`src/pkg/cfg_pkg.sv`:
```
// Constants for the configuration byte decoder: flash address, field layout, wait counts, register map.
// Assumes a 50 MHz hclk and a flash read port that answers a one-byte read some cycles after a request.
package cfg_pkg;
  localparam logic [15:0] CFG_FLASH_ADDR   = 16'h0080;
  localparam int          BIT_STAB_HI      = 6;
  localparam int          BIT_STAB_LO      = 5;
  localparam int          BIT_PULLUP       = 4;
  localparam int          BIT_RST_FUNC     = 3;
  localparam int          BIT_CLK_HI       = 2;
  localparam int          BIT_CLK_LO       = 1;
  localparam int          BIT_LOCK         = 0;
  localparam logic [1:0]  CLK_XTAL         = 2'h0;
  localparam logic [1:0]  CLK_EXT          = 2'h1;
  localparam int          WAIT_EXP_0       = 10;
  localparam int          WAIT_EXP_1       = 12;
  localparam int          WAIT_EXP_2       = 15;
  localparam int          WAIT_EXP_3       = 17;
  localparam int          WAIT_W           = 18;
  localparam logic [7:0]  CFG_BYTE_RESET   = 8'h00;
  localparam logic [31:0] REG_CFG_BYTE     = 32'h0000_0080;
  localparam logic [31:0] REG_STATUS       = 32'h0000_0000;
  localparam logic [31:0] REG_CTRL         = 32'h0000_0004;
  localparam logic [1:0]  HTRANS_NONSEQ    = 2'h2;
  typedef enum logic [1:0] {
    ST_FETCH = 2'b00,
    ST_WAIT  = 2'b01,
    ST_STAB  = 2'b10,
    ST_RUN   = 2'b11
  } load_state_t;
endpackage

```
`src/logic/option_byte_config_decoder.sv`:
```
// Configuration byte decoder: fetches the byte at flash 0x0080 after reset release,
// holds the core in reset until decoded, applies the oscillator wait, drives pin and clock controls.
// Assumes flash_ack arrives on hclk; reset pin, mode signals and variant strap come from pins.

// Contract
// - Config byte at flash 0x0080, variant A fixes bits 7,4
// - Variant A bits 6:5 select oscillator wait
// - Wait only when crystal is clock source
// - Bit 3 one: reset pin, zero: input port
// - Low pin before fetch keeps device in reset
// - Variant A bits 2:1 select clock source
// - Variant A clock choice claims shared oscillator pins
// - Bit 0 one makes slow oscillator unstoppable
// - Unstoppable oscillator forces watchdog clock to it
// - Stoppable: watchdog clock off in halt, stop, other
// - Running slow oscillator still feeds interval timer in stop
// - Variant B bits 7:5 fixed, bit 4 pull-up
// - Variant B code 00 prohibited, 01 claims pin
// - Variant B port mode pull-up from port register
module option_byte_config_decoder
  import cfg_pkg::*;
(
  input  wire logic        hclk,
  input  wire logic        hresetn,
  input  wire logic        hsel,
  input  wire logic [31:0] haddr,
  input  wire logic [1:0]  htrans,
  input  wire logic        hwrite,
  input  wire logic [2:0]  hsize,
  input  wire logic [31:0] hwdata,
  input  wire logic        hready,
  output logic [31:0]      hrdata,
  output logic             hreadyout,
  output logic             hresp,
  input  wire logic        variant_b,
  output logic             flash_req,
  output logic [15:0]      flash_addr,
  input  wire logic        flash_ack,
  input  wire logic [7:0]  flash_data,
  input  wire logic        rst_pin_n,
  input  wire logic        halt_mode,
  input  wire logic        stop_mode,
  input  wire logic        wdt_sel_slow,
  input  wire logic        rst_port_pullup_bit,
  output logic             core_reset_n,
  output logic             clk_src_xtal,
  output logic             clk_src_ext,
  output logic             clk_src_hs_int,
  output logic             clk_sel_error,
  output logic             osc_in_pin_clk,
  output logic             osc_out_pin_clk,
  output logic             rst_pin_is_reset,
  output logic             rst_pin_pullup_on,
  output logic             slow_osc_run,
  output logic             wdt_clk_en,
  output logic             wdt_clk_force_slow,
  output logic             tmr8_clk_en
);
  load_state_t          state;
  load_state_t          next_state;
  logic [7:0]           cfg;
  logic [7:0]           next_cfg;
  logic                 var_b;
  logic                 next_var_b;
  logic [WAIT_W-1:0]    wait_cnt;
  logic [WAIT_W-1:0]    next_wait_cnt;
  logic [WAIT_W-1:0]    wait_len;
  logic                 pin_n;
  logic                 halt_s;
  logic                 stop_s;
  logic                 var_s;
  logic                 stop_bit;
  logic [1:0]           clk_code;
  logic                 lock;
  logic [7:0]           status;
  logic                 loaded;

  pin_sync u_rst_sync (.hclk(hclk), .hresetn(hresetn), .din(rst_pin_n), .dout(pin_n));
  pin_sync u_halt_sync (.hclk(hclk), .hresetn(hresetn), .din(halt_mode), .dout(halt_s));
  pin_sync u_stop_sync (.hclk(hclk), .hresetn(hresetn), .din(stop_mode), .dout(stop_s));
  pin_sync u_var_sync (.hclk(hclk), .hresetn(hresetn), .din(variant_b), .dout(var_s));

  ahb_cfg_slave u_bus (
    .hclk      (hclk),
    .hresetn   (hresetn),
    .hsel      (hsel),
    .haddr     (haddr),
    .htrans    (htrans),
    .hwrite    (hwrite),
    .hwdata    (hwdata),
    .hready    (hready),
    .hrdata    (hrdata),
    .hreadyout (hreadyout),
    .hresp     (hresp),
    .cfg_byte  (cfg),
    .status    (status),
    .stop_bit  (stop_bit)
  );

  assign loaded   = (state == ST_STAB) || (state == ST_RUN);
  assign clk_code = {cfg[BIT_CLK_HI], cfg[BIT_CLK_LO]};
  assign lock     = cfg[BIT_LOCK];

  always_comb
  begin
    case ({cfg[BIT_STAB_HI], cfg[BIT_STAB_LO]})
      2'h0:    wait_len = WAIT_W'(1 << WAIT_EXP_0);
      2'h1:    wait_len = WAIT_W'(1 << WAIT_EXP_1);
      2'h2:    wait_len = WAIT_W'(1 << WAIT_EXP_2);
      default: wait_len = WAIT_W'(1 << WAIT_EXP_3);
    endcase
  end

  always_comb
  begin
    next_state    = state;
    next_cfg      = cfg;
    next_var_b    = var_b;
    next_wait_cnt = wait_cnt;
    case (state)
      ST_FETCH:
      begin
        if (pin_n)
          next_state = ST_WAIT;
      end
      ST_WAIT:
      begin
        if (!pin_n)
          next_state = ST_FETCH;
        else if (flash_ack)
        begin
          next_cfg   = flash_data;
          next_var_b = var_s;
          next_state = ST_STAB;
          next_wait_cnt = WAIT_W'(0);
        end
      end
      ST_STAB:
      begin
        if (var_b || clk_code != CLK_XTAL || wait_cnt == wait_len - WAIT_W'(1))
          next_state = ST_RUN;
        else
          next_wait_cnt = wait_cnt + WAIT_W'(1);
      end
      ST_RUN:
      begin
        next_state = ST_RUN;
      end
      default:
      begin
        next_state = ST_FETCH;
      end
    endcase
  end

  always_ff @(posedge hclk or negedge hresetn)
  begin
    if (!hresetn)
    begin
      state    <= ST_FETCH;
      cfg      <= CFG_BYTE_RESET;
      var_b    <= 1'b0;
      wait_cnt <= '0;
    end
    else
    begin
      state    <= next_state;
      cfg      <= next_cfg;
      var_b    <= next_var_b;
      wait_cnt <= next_wait_cnt;
    end
  end

  assign flash_req  = (state == ST_WAIT);
  assign flash_addr = CFG_FLASH_ADDR;
  assign status     = {4'h0, var_b, clk_sel_error, state};

  always_comb
  begin
    rst_pin_is_reset = !loaded || cfg[BIT_RST_FUNC];
    core_reset_n     = (state == ST_RUN) && (!rst_pin_is_reset || pin_n);
    clk_src_hs_int   = loaded && clk_code[1];
    clk_src_ext      = loaded && (clk_code == CLK_EXT);
    clk_src_xtal     = loaded && !var_b && (clk_code == CLK_XTAL);
    clk_sel_error    = loaded && var_b && (clk_code == CLK_XTAL);
    osc_in_pin_clk   = clk_src_xtal || clk_src_ext;
    osc_out_pin_clk  = clk_src_xtal && !var_b;
    if (var_b && loaded && !cfg[BIT_RST_FUNC])
      rst_pin_pullup_on = rst_port_pullup_bit;
    else
      rst_pin_pullup_on = var_b && loaded && cfg[BIT_PULLUP];
    slow_osc_run       = (loaded && lock) || !stop_bit;
    wdt_clk_force_slow = loaded && lock;
    if (wdt_clk_force_slow)
      wdt_clk_en = 1'b1;
    else
      wdt_clk_en = !halt_s && !stop_s && wdt_sel_slow && slow_osc_run;
    tmr8_clk_en = slow_osc_run;
  end

  chk_wait_bound: assert property (@(posedge hclk) disable iff (!hresetn)
    (state == ST_STAB) |-> (wait_cnt < wait_len))
    else $error("Oscillator wait counter overran its length.");

  chk_no_wait_int: assert property (@(posedge hclk) disable iff (!hresetn)
    (state == ST_STAB && clk_code[1]) |=> (state == ST_RUN))
    else $error("Wait inserted for internal oscillator.");

  chk_rst_hold: assert property (@(posedge hclk) disable iff (!hresetn)
    (state != ST_RUN) |-> !core_reset_n)
    else $error("Core left reset before configuration was loaded.");

  chk_pin_reset: assert property (@(posedge hclk) disable iff (!hresetn)
    (loaded && cfg[BIT_RST_FUNC] && !pin_n) |-> !core_reset_n)
    else $error("Reset pin low did not hold core in reset.");

  chk_cfg_stable: assert property (@(posedge hclk) disable iff (!hresetn)
    $past(loaded) |-> $stable(cfg))
    else $error("Configuration changed after it was latched.");

  chk_lock_run: assert property (@(posedge hclk) disable iff (!hresetn)
    (loaded && lock) |-> (slow_osc_run && wdt_clk_force_slow))
    else $error("Locked slow oscillator was stopped.");

  chk_wdt_gate: assert property (@(posedge hclk) disable iff (!hresetn)
    (loaded && !lock && (halt_s || stop_s || !wdt_sel_slow)) |-> !wdt_clk_en)
    else $error("Watchdog clock not gated.");

  chk_tmr_clk: assert property (@(posedge hclk) disable iff (!hresetn)
    (!stop_bit) |-> tmr8_clk_en)
    else $error("Interval timer lost its clock.");

  chk_xtal_pins: assert property (@(posedge hclk) disable iff (!hresetn)
    clk_src_xtal |-> (osc_in_pin_clk && osc_out_pin_clk))
    else $error("Crystal source did not claim both pins.");

  chk_fetch_pin: assert property (@(posedge hclk) disable iff (!hresetn)
    (state == ST_FETCH && !pin_n) |=> (state == ST_FETCH))
    else $error("Fetch started while reset pin was low.");

  chk_wait_pin: assert property (@(posedge hclk) disable iff (!hresetn)
    (state == ST_WAIT && !pin_n) |=> (state == ST_FETCH))
    else $error("Fetch kept going while reset pin was low.");

  chk_flash_addr: assert property (@(posedge hclk) disable iff (!hresetn)
    flash_req |-> (flash_addr == CFG_FLASH_ADDR))
    else $error("Configuration fetched from the wrong address.");

  chk_xtal_wait: assert property (@(posedge hclk) disable iff (!hresetn)
    (state == ST_STAB && !var_b && clk_code == CLK_XTAL && wait_cnt != wait_len - WAIT_W'(1)) |=> (state == ST_STAB))
    else $error("Crystal wait ended early.");

  chk_ext_no_wait: assert property (@(posedge hclk) disable iff (!hresetn)
    (state == ST_STAB && clk_code == CLK_EXT) |=> (state == ST_RUN))
    else $error("Wait inserted for external clock.");

  chk_port_mode: assert property (@(posedge hclk) disable iff (!hresetn)
    (state == ST_RUN && !cfg[BIT_RST_FUNC]) |-> core_reset_n)
    else $error("Port-mode pin still reset the core.");

  chk_reset_func: assert property (@(posedge hclk) disable iff (!hresetn)
    (!loaded) |-> rst_pin_is_reset)
    else $error("Pin left its reset role before loading.");

  chk_clk_onehot: assert property (@(posedge hclk) disable iff (!hresetn)
    (loaded && !clk_sel_error) |-> $onehot({clk_src_xtal, clk_src_ext, clk_src_hs_int}))
    else $error("Clock source selection not one-hot.");

  chk_hs_pins: assert property (@(posedge hclk) disable iff (!hresetn)
    clk_src_hs_int |-> (!osc_in_pin_clk && !osc_out_pin_clk))
    else $error("Internal oscillator claimed a shared pin.");

  chk_ext_pins: assert property (@(posedge hclk) disable iff (!hresetn)
    clk_src_ext |-> (osc_in_pin_clk && !osc_out_pin_clk))
    else $error("External clock pin claim wrong.");

  chk_osc_stop: assert property (@(posedge hclk) disable iff (!hresetn)
    (loaded && !lock && stop_bit) |-> !slow_osc_run)
    else $error("Stoppable slow oscillator kept running.");

  chk_force_wdt: assert property (@(posedge hclk) disable iff (!hresetn)
    wdt_clk_force_slow |-> wdt_clk_en)
    else $error("Forced watchdog clock was gated.");

  chk_pullup_b: assert property (@(posedge hclk) disable iff (!hresetn)
    (loaded && var_b && cfg[BIT_RST_FUNC]) |-> (rst_pin_pullup_on == cfg[BIT_PULLUP]))
    else $error("Reset pin pull-up does not follow its bit.");

  chk_pullup_a: assert property (@(posedge hclk) disable iff (!hresetn)
    (!var_b) |-> !rst_pin_pullup_on)
    else $error("Pull-up enabled on first variant.");

  chk_b_no_xtal: assert property (@(posedge hclk) disable iff (!hresetn)
    (loaded && var_b) |-> (!clk_src_xtal && !osc_out_pin_clk))
    else $error("Second variant selected a crystal.");

  chk_port_pullup: assert property (@(posedge hclk) disable iff (!hresetn)
    (loaded && var_b && !cfg[BIT_RST_FUNC]) |-> (rst_pin_pullup_on == rst_port_pullup_bit))
    else $error("Port pull-up not taken from port register.");

  chk_ack_ignored: assert property (@(posedge hclk) disable iff (!hresetn)
    (loaded && flash_ack) |=> (cfg == $past(cfg)))
    else $error("Late flash answer changed the configuration.");

  chk_idle_outputs: assert property (@(posedge hclk) disable iff (!hresetn)
    (!loaded) |-> (!clk_src_xtal && !clk_src_ext && !clk_src_hs_int && !wdt_clk_force_slow))
    else $error("Decoded control active before loading.");

endmodule // option_byte_config_decoder

```
`src/logic/pin_sync.sv`:
```
// Two-flop synchroniser for pin levels.
// Assumes the input is asynchronous to hclk.
module pin_sync
  import cfg_pkg::*;
(
  input  wire logic hclk,
  input  wire logic hresetn,
  input  wire logic din,
  output logic      dout
);
  logic meta;
  logic next_meta;
  logic next_dout;

  always_comb
  begin
    next_meta = din;
    next_dout = meta;
  end

  always_ff @(posedge hclk or negedge hresetn)
  begin
    if (!hresetn)
    begin
      meta <= 1'b1;
      dout <= 1'b1;
    end
    else
    begin
      meta <= next_meta;
      dout <= next_dout;
    end
  end
endmodule // pin_sync

```
`src/logic/ahb_cfg_slave.sv`:
```
// AHB-Lite slave for the decoder's registers: one zero-wait read/write port.
// Assumes a single master, word transfers only; the response is always OKAY.
module ahb_cfg_slave
  import cfg_pkg::*;
(
  input  wire logic        hclk,
  input  wire logic        hresetn,
  input  wire logic        hsel,
  input  wire logic [31:0] haddr,
  input  wire logic [1:0]  htrans,
  input  wire logic        hwrite,
  input  wire logic [31:0] hwdata,
  input  wire logic        hready,
  output logic [31:0]      hrdata,
  output logic             hreadyout,
  output logic             hresp,
  input  wire logic [7:0]  cfg_byte,
  input  wire logic [7:0]  status,
  output logic             stop_bit
);
  logic        wr_pend;
  logic        next_wr_pend;
  logic        next_stop_bit;
  logic [31:0] next_hrdata;
  logic        take;

  assign hreadyout = 1'b1;
  assign hresp     = 1'b0;

  always_comb
  begin
    take          = hsel && hready && htrans[1];
    next_wr_pend  = take && hwrite && (haddr == REG_CTRL);
    next_stop_bit = wr_pend ? hwdata[0] : stop_bit;
    next_hrdata   = 32'h0000_0000;
    if (take && !hwrite)
    begin
      case (haddr)
        REG_CFG_BYTE: next_hrdata = {24'h00_0000, cfg_byte};
        REG_STATUS:   next_hrdata = {24'h00_0000, status};
        REG_CTRL:     next_hrdata = {31'h0000_0000, next_stop_bit};
        default:      next_hrdata = 32'h0000_0000;
      endcase
    end
  end

  always_ff @(posedge hclk or negedge hresetn)
  begin
    if (!hresetn)
    begin
      wr_pend  <= 1'b0;
      stop_bit <= 1'b0;
      hrdata   <= 32'h0000_0000;
    end
    else
    begin
      wr_pend  <= next_wr_pend;
      stop_bit <= next_stop_bit;
      hrdata   <= next_hrdata;
    end
  end
endmodule // ahb_cfg_slave

```
`config.mk`:
```
export PLATFORM = sky130hd
export DESIGN_NAME = option_byte_config_decoder
export DESIGN_NICKNAME = d
export VERILOG_FILES = /design/src/pkg/cfg_pkg.sv /design/src/logic/option_byte_config_decoder.sv /design/src/logic/pin_sync.sv /design/src/logic/ahb_cfg_slave.sv
export SDC_FILE = /design/constraint.sdc
export NUM_CORES = 1
export LEC_CHECK = 0
export ABC_AREA = 0
export BUFFER_PORTS_ARGS = -buffer_cell sky130_fd_sc_hd__buf_2
export CORE_MARGIN = 1
export CORE_UTILIZATION = 34
export CTS_CLUSTER_DIAMETER = 40
export DETAILED_ROUTE_END_ITERATION = 12
export PLACE_DENSITY = 0.66
export SLEW_MARGIN = 20
export SYNTH_ARGS = -nofsm -noshare
export SYNTH_HDL_FRONTEND = slang
export SYNTH_SLANG_ARGS = --single-unit
```
`constraint.sdc`:
```
create_clock -name hclk -period 2.2 [get_ports hclk]
set_input_delay 0.11 -clock hclk [delete_from_list [all_inputs] [get_ports hclk]]
set_output_delay 0.11 -clock hclk [all_outputs]
set_load 0.01 [all_outputs]
```
# Word level (Yosys, flattened, before mapping)
# Index checks and enable logic that the tools add are counted.
# op_classes
n_eq_ne	15
n_addsub	2
mux	15
n_reduce_logical	43
# op_table
cell	count
2-to-1 mux 18 bit	3
case mux 18 bit (3 select lines)	1
case mux 18 bit (2 select lines)	1
equality test 32 x 3 -> 1 bit (second input constant)	1
equality test 32 x 8 -> 1 bit (second input constant)	1
zero test 32 bit	1
case mux 8 bit (3 select lines)	1
logical AND 1 bit	19
adder 18 x 1 -> 18 bit (second input constant)	1
equality test 18 bit	1
subtractor 18 x 1 -> 18 bit (second input constant)	1
zero test 1 bit	8
2-to-1 mux 2 bit	4
2-to-1 mux 8 bit	1
inequality test 2 x 1 -> 1 bit (second input constant)	4
case mux 2 bit (4 select lines)	1
logical OR 1 bit	7
equality test 2 x 1 -> 1 bit (second input constant)	3
equality test 2 bit (second input constant)	3
zero test 2 bit	3
AND reduction 3 bit	2
AND reduction 4 bit	1
nonzero test 2 bit	2
2-to-1 mux 1 bit	3
other kinds (2)	2
# totals
wordCells	90
ff_bits	71

# Logic depth before layout (Yosys ltp)
# Gate-level depths: netlist of run 1.
# logic_depth
depth_word	7
depth_mapped	7
mapped_depth_nobuf	7

# Cells and area by module
# A second synthesis of run 1 with hierarchy kept.
# unflattened
cells_unflattened	300
hier_area_um2	3020.4
# by_module_without_submodules
module	area_each_um2	cells_per_inst	seq_area_each_um2	n_inst
option_byte_config_decoder	1958.1	211	725.7	1
ahb_cfg_slave	852.1	81	250.2	1
pin_sync	52.6	2	52.6	4

# Worst setup path before layout of run 1
# Ideal clock, no wire load.
# synth_path
kind	register to register
from	register cfg[5]
to	register wait_cnt[12]
path_stages_with_launch	8
arrival_time_ns	1.962
n_path_buf	0
required_time_ns	2.080
slack_ns	0.119
setup_ns	0.120
cell_sequence	dfrtp_1 > or2_1 > ha_1 > or3_1 > a211oi_2 > o311a_4 > nor2_2 > a31o_1
# synth_via
elab_chain_cells	7
elab_cells_between_ends	9
classes_between	1 x add/sub; 4 x eq/ne; 1 x mux; 3 x reduce/logical
# synth_rtl
element	line	source
start, declared	option_byte_config_decoder.sv:61	logic [7:0] cfg;
start signal, assigned	option_byte_config_decoder.sv:168	cfg <= next_cfg;
equality test 2 bit (tied with other cells)	option_byte_config_decoder.sv:106	case ({cfg[BIT_STAB_HI], cfg[BIT_STAB_LO]})
case mux 18 bit (3 select lines) *	option_byte_config_decoder.sv:106	
subtractor 18 x 1 -> 18 bit *	option_byte_config_decoder.sv:140	if (var_b || clk_code != CLK_XTAL || wait_cnt == wait_len - WAIT_W'(1))
equality test 18 bit *	option_byte_config_decoder.sv:140	
logical OR 1 bit *	option_byte_config_decoder.sv:140	
inequality test 2 bit (no line) *	--	
AND reduction 4 bit (no line) *	--	
end signal, assigned	option_byte_config_decoder.sv:170	wait_cnt <= next_wait_cnt;
end, declared	option_byte_config_decoder.sv:65	logic [WAIT_W-1:0] wait_cnt;
# Every way passes the cells marked *; elsewhere a longest branch is shown, timed or not.
# A chain may end at the register's enable or synchronous reset.

# Final worst setup path of run 1
# layout_path
from	register cfg[6]
to	register wait_cnt[8]
# The elaborated chain is that of the path after synthesis.

==> flow_summary_export.csv, run 1 <==
group,metric,value,unit
run_status,status,"finished, final reports clean",
placement,dp_cells,467,
yosys,synth_seq_area_share,42.0,%
cells_and_area,nFillCells,780,
floorplan,die_area,8670,um^2
global_route,grt_pass1_wl,10600,um
min_path,min_path_type,"input port to flop",
detailed_routing,ant_nets,0,
cells_and_area,fin_util,43.6,%
timing,hold_viol,0,
timing,finalSetupViolCount,0,
timing,rsz0062_at_grt,"yes",
placement,port_buffers,75,
setup_path,crit_fanout,6,
cells_and_area,nets,472,
yosys,netlist_area,2820,um^2
yosys,ys_seq_elements,47,
floorplan,die_y,93.1,um
yosys,synth-async-reset-ratio,100,%
timing,tightest_slew,0.687,ns
global_route,antenna_found_initial,0,
timing,relSlewSlack,53.8,%
cells_and_area,post-route-cell-area,3440,um^2
setup_path,critical_path_class,"flop to flop",
yosys,ys_top_cells_by_area,"dfrtp_1, buf_4, dfstp_2",
global_route,grt_pass1_vias,2279,
floorplan,die_x,93.1,um
power,power,3.49,mW
global_route,grtUsageTotal,15.2,%
setup_path,critPathCaptureType,"flop",
floorplan,core,7890,um^2
cts,clk_pin_slew,0.09,ns
cts,cts-buffers-inserted,5,
detailed_routing,wl,6340,um
yosys,avgSynthCellArea,9.63,um^2
yosys,synth_cell_type_count,56,
floorplan,start_util,35.8,%
timing,post-route-min-period,2.17,ns
power,power_leakage,1.62,nW
cts,clock_path_buffers,2,
cts,cts_tree,"built",
yosys,synth_top_area_share,34.6,%
power,powerDensity,1010,nW/um^2
yosys,synthFlopType,"dfrtp_1",
timing,setup_slack,0.0253,ns
detailed_routing,drtPass1Iterations,4,
detailed_routing,routed_via_density,4.94,
timing,tns,0,ns
yosys,ys_warn_count,0,
cells_and_area,final_cells,484,
yosys,yosysTopAreaCell,"dfrtp_1",
timing,fmax,0.460,GHz
cts,clk_latency,0.30,ns
global_route,grt_max_degree,27,
detailed_routing,drc_errors,0,
timing,whs,0.0349,ns
setup_path,cp_data_required_time,2.44,ns
floorplan,fp-row-count,32,
job,maxCapViolations,0,
timing,post-route-period-util,98.9,%
yosys,netlist_instances,293,
timing,fin_skew,0.00573,ns
placement,detailed_place.area,3210,um^2
setup_path,arrival,2.42,ns
cells_and_area,drive_above_1_share,36.4,%
power,ir_worst_vdd,673,uV
detailed_routing,via_count,2390,
floorplan,ioPinCount,153,
yosys,synth_edf_count,0,
placement,pre_cts_slack,-0.0484,ns
timing,maxSlewViolCount,0,
setup_path,worst_setup_path_start_kind,"flop",
cells_and_area,n_antenna_cell,0,
cts,cts.sinks,47,
placement,gp_congestion,0.891,
global_route,overflow,0,
setup_path,r2r_slack,0.03,ns
cts,cts-htree-levels,2,
placement,dp_hpwl,4750,um
cells_and_area,area_growth,21.9,%
detailed_routing,drt_iter0_drc,202,
cts,root_buffer,"clkbuf_8",
detailed_routing,wl_per_cell,13.1,um
## worst max-delay path: stages, from the launching register on
cell      delay [ns]
dfrtp_1         0.41
or2_1           0.24
ha_2            0.20
or3_4           0.34
a211oi_4        0.25
buf_4           0.16
o311ai_4        0.15
nand2_2         0.20
a31o_2          0.17
## power by group
| part | internal (mW) | total (mW) | switching [mW] | leakage (nW) |
|---|---|---|---|---|
| Sequential | 1.12 | 1.48 | 0.365 | 0.580 |
| Clock | 0.222 | 0.507 | 0.285 | 0.0412 |
| Combinational | 0.765 | 1.50 | 0.739 | 0.994 |
## final timing paths
path                                                   end                 startpoint  cells past startpoint
min in group asynchronous         wait_cnt[10]$_DFFE_PN0P_                    hresetn                      2
max in group asynchronous       u_stop_sync.dout$_DFF_PN1_                    hresetn                      3
worst max-delay path               wait_cnt[8]$_DFFE_PN0P_         cfg[6]$_DFFE_PN0P_                      8
worst max register to register     wait_cnt[8]$_DFFE_PN0P_         cfg[6]$_DFFE_PN0P_                      8
worst min-delay path             u_bus.hrdata[0]$_DFF_PN0_                     hwrite                      2
worst min register to register   u_rst_sync.dout$_DFF_PN1_  u_rst_sync.meta$_DFF_PN1_                      0
## cells in the final DEF, fill, tap and decap left out, types with 4 or more instances in the layout
cell type and n:
dfstp_2 8, nand2_1 27, and3_1 5, nor4_1 8, nor2_1 17, nand3_1 16, nand2b_1 6, conb_1 42
or3_1 4, a31oi_1 11, buf_2 75, clkbuf_8 5, mux2i_1 6, buf_4 16, dfrtp_1 39, nor3_1 4
dlygate4sd3_1 5, nand4_1 5, inv_1 8, mux2_2 10
## state kept, by name, summed over array words and instances (netlist names), 2 cells and up
register	cells
cfg	8
state	2
u_bus.hrdata	8
wait_cnt	18
## logic make-up after synthesis
kind of cell               synth area share, %
and+or+nand+nor                           24.1
muxes                                     6.12
AOI/OAI and AO/OA                         11.9
other                                    0.266
buffers and inverters                     14.5
xor gates and xnor gates                 0.310
adders and majority gates                0.886
DFF                                       42.0
## layer usage
metal	track usage, %	up-vias	wire [um]
met5	0	-	0
met4	5.26	0	93
met3	2.36	6	290
met2	25.4	89	3020
met1	20.1	1140	2940
li1	-	1155	-
## synthesized netlist by cell type (8+ instances only)
cell and count:
dfstp_2 8, clkbuf_1 8, inv_1 8, dfrtp_1 39
nand3_1 16, a31oi_1 11, nand2_1 28, buf_4 43
nor2_1 17, mux2_2 10, nor4_1 8
## repair_timing
action / CTS / global route
setup buffers: 1 / 3
endpoints found under the setup margin: 12 / 16
endpoints found under the hold margin: 20 / 0
hold buffers: 5 / 0
gates resized for setup: 1 / 14
pin swaps: 2 / 6
## final cells by class
type                    count  area, um^2  share of cell area, %
repair buffers             97         566                   16.4
clock inverters             2        12.5                  0.364
inverters                   8        30.0                  0.872
multi-input cells         222        1450                   42.1
clock buffers               6        72.6                   2.11
well taps                 102         128                   3.71
flip-flops and latches     47        1190                   34.5
Power figures use the tool's default switching activity.
==> run 2, diff against run 1 <==
- ABC_AREA: 0 -> 1
- PLACE_DENSITY: 0.66 -> unset
==> run 2 against run 1 <==
Worst setup slack better by 0.23 ns. Sequential cell count stayed put. Critical path depth up 4. Sequential share of layout area is 1.5 points lower. Routed wire length increased by 3.8%. Sequential power fell by 41%. Via count increased by 14%.
==> flow_summary_export.csv, run 2 <==
group,metric,value,unit
run_status,status,"finished, final reports clean",
detailed_routing,ant_nets,0,
cells_and_area,top_register,"wait_cnt",
yosys,yosys-top-cells-count,"nand2_1, nor2_1, buf_4, dfrtp_1, inv_1",
yosys,synth_edf_count,0,
yosys,synth_compound_area_share,4.62,%
power,power,1.55,mW
floorplan,ioPinCount,153,
global_route,use_met3,1.99,%
job,maxCapViolations,0,
timing,rsz0062_at_grt,"no",
timing,fin_skew,0.00588,ns
yosys,synth_top_family_by_area,"simple AND/OR/NAND/NOR gates",
detailed_routing,drt_iter0_drc,139,
min_path,min_path_type,"input port to flop",
global_route,antenna_found_initial,0,
setup_path,max_stage_delay,0.43,ns
global_route,busiest_layer,"met2",
detailed_routing,drc_errors,0,
floorplan,core,8850,um^2
yosys,synth_seq_area_share,37.5,%
cts,cts_tree,"built",
placement,detailed_place.area,3450,um^2
cts,cts-buffers-inserted,5,
timing,post-route-period-util,88.4,%
detailed_routing,drtPass1Iterations,6,
timing,post-route-min-period,1.95,ns
yosys,ys_top_cells_by_area,"dfrtp_1, nand2_1, buf_4",
yosys,synth.most_common_cell,"nand2_1",
setup_path,cp.buffers_inverters,2,
cells_and_area,post-route-cell-area,3590,um^2
yosys,netlist_instances,426,
cells_and_area,reg_top3,"wait_cnt x18, cfg x8, u_bus.hrdata x8",
global_route,grt_pass1_vias,2607,
setup_path,reg2reg_depth,12,
yosys,avgSynthCellArea,7.43,um^2
timing,maxSlewViolCount,0,
cts,cts.sinks,47,
cts,clk_latency,0.30,ns
placement,port_buffers,75,
cells_and_area,final_cell_mix,"nand2_1, buf_2, nor2_1",
floorplan,die_y,98.5,um
setup_path,crit_chain,"inv_1, nand2_2, ha_1, a21oi_1, nand2_1, nor2_1, nand3_1, nand2_1, nand2_2, buf_12, nand3_1, nand2_1",
yosys,synthFlopType,"dfrtp_1",
setup_path,critical-path-slowest-cell,"dfrtp_1",
setup_path,critPathTopFamily,"simple AND/OR/NAND/NOR gates",
yosys,ys_seq_elements,47,
timing,relSlewSlack,61.6,%
global_route,grt_util_met1,18.5,%
setup_path,crit_fanout,19,
floorplan,die_area,9700,um^2
yosys,synth_xor_area_share,0.830,%
global_route,grt_max_degree,48,
timing,finalSetupViolCount,0,
detailed_routing,wl_per_cell,10.7,um
global_route,overflow,0,
yosys,synth_cell_type_count,37,
global_route,grtUsageTotal,14.7,%
timing,hold_viol,0,
cells_and_area,nFillCells,916,
placement,gp_congestion,0.850,
setup_path,worst_setup_path_start_kind,"flop",
detailed_routing,routed_via_density,4.43,
setup_path,crit_cells,12,
setup_path,cpMostUsedCell,"nand2_1",
yosys,synth_top_area_share,30.8,%
timing,tns,0,ns
cts,root_buffer,"clkbuf_8",
yosys,ys_warn_count,0,
cells_and_area,final_common_cell,"nand2_1",
setup_path,critPathCaptureType,"flop",
yosys,yosysTopAreaCell,"dfrtp_1",
placement,dp_hpwl,5130,um
timing,tightest_slew,0.576,ns
floorplan,die_x,98.5,um
cts,clock_path_buffers,2,
floorplan,start_util,35.8,%
cells_and_area,drive_above_1_share,25.8,%
setup_path,critical_path_class,"flop to flop",
global_route,grtUsageMet2,25.6,%
setup_path,cp_data_required_time,2.39,ns
detailed_routing,via_count,2728,
yosys,synthSimpleGateAreaFrac,36.7,%
setup_path,arrival,2.14,ns
power,power_leakage,1.80,nW
cts,clk_pin_slew,0.09,ns
yosys,synth-async-reset-ratio,100,%
floorplan,fp-row-count,34,
cts,post_cts_resized,0,
cts,cts-htree-levels,2,
min_path,min_path_cells,2,
global_route,grt_pass1_wl,11600,um
yosys,netlist_area,3170,um^2
yosys,synthAdderAreaFrac,0.791,%
detailed_routing,wl,6590,um
cells_and_area,n_antenna_cell,0,
timing,whs,0.0377,ns
power,powerDensity,432,nW/um^2
timing,fmax,0.514,GHz
cells_and_area,nets,598,
cells_and_area,largest_reg_flops,18,
power,ir_worst_vdd,248,uV
yosys,synthMuxAreaShare,1.07,%
cells_and_area,area_growth,13.6,%
==> run 2: layout make-up <==
class	count	area [um^2]	area share, %
Inverter	37	139	3.86
Sequential cell	47	1190	33.0
Multi-Input combinational cell	329	1550	43.1
Clock inverter	3	25.0	0.696
Clock buffer	5	68.8	1.91
Tap cell	108	135	3.76
Timing Repair Buffer	87	490	13.6
==> run 2: timing repair <==
action / 4_1_cts / 5_1_grt
hold endpoints to repair: 43 / 0
hold buffers: 5 / 0
setup buffers: 0 / 0
==> run 2: per-layer routing <==
metal  vias up  part of all wire [%]
met2        84                    49
met1      1222                    45
li1       1414                     -
met4         0                   2.0
met5         -                     0
met3         8                   3.7
==> run 2: worst register-to-register path, stage by stage (launching register included) <==
cell     delay, ns
dfrtp_1       0.43
inv_1         0.14
nand2_2       0.07
ha_1          0.31
a21oi_1       0.15
nand2_1       0.06
nor2_1        0.08
nand3_1       0.11
nand2_1       0.09
nand2_2       0.09
buf_12        0.18
nand3_1       0.08
nand2_1       0.06
==> run 2: cells by family after synthesis <==
kind of cell             count (synthesis)
AND/OR/NAND/NOR                        253
buffers and inverters                   90
flip-flops                              47
AO/OA/AOI/OAI                           26
XOR/XNOR                                 3
multiplexers                             3
adder cells (fa/ha/maj)                  2
other                                    2
==> run 2: through the flow <==
step / utilization (%) / setup WS (ns) / std cells
2_1_floorplan: - / 0.388 / 466
3_3_place_gp: 39.0 / 0.293 / 603
3_5_place_dp: 39.0 / 0.255 / 603
4_1_cts: 40.6 / 0.240 / 616
5_1_grt: 40.6 / 0.0844 / 616
6_report: 40.6 / 0.255 / 616
==> run 2: path summary, 6_finish.rpt <==
path	startpoint	endpoint	slack, ns
setup / recovery	cfg[6]$_DFFE_PN0P_	wait_cnt[4]$_DFFE_PN0P_	0.25
hold / removal	flash_data[4]	cfg[4]$_DFFE_PN0P_	0.04
setup reg to reg	cfg[6]$_DFFE_PN0P_	wait_cnt[4]$_DFFE_PN0P_	0.25
hold reg to reg	u_halt_sync.meta$_DFF_PN1_	u_halt_sync.dout$_DFF_PN1_	0.36
max in group asynchronous	hresetn	u_bus.hrdata[4]$_DFF_PN0_	1.39
min in group asynchronous	hresetn	wait_cnt[13]$_DFFE_PN0P_	0.40
==> run 2: power by group <==
part	leakage [nW]	switching [mW]	internal, mW
sequential	0.582	0.00246	0.877
combinational	1.17	0.0781	0.0474
clock	0.0452	0.318	0.232
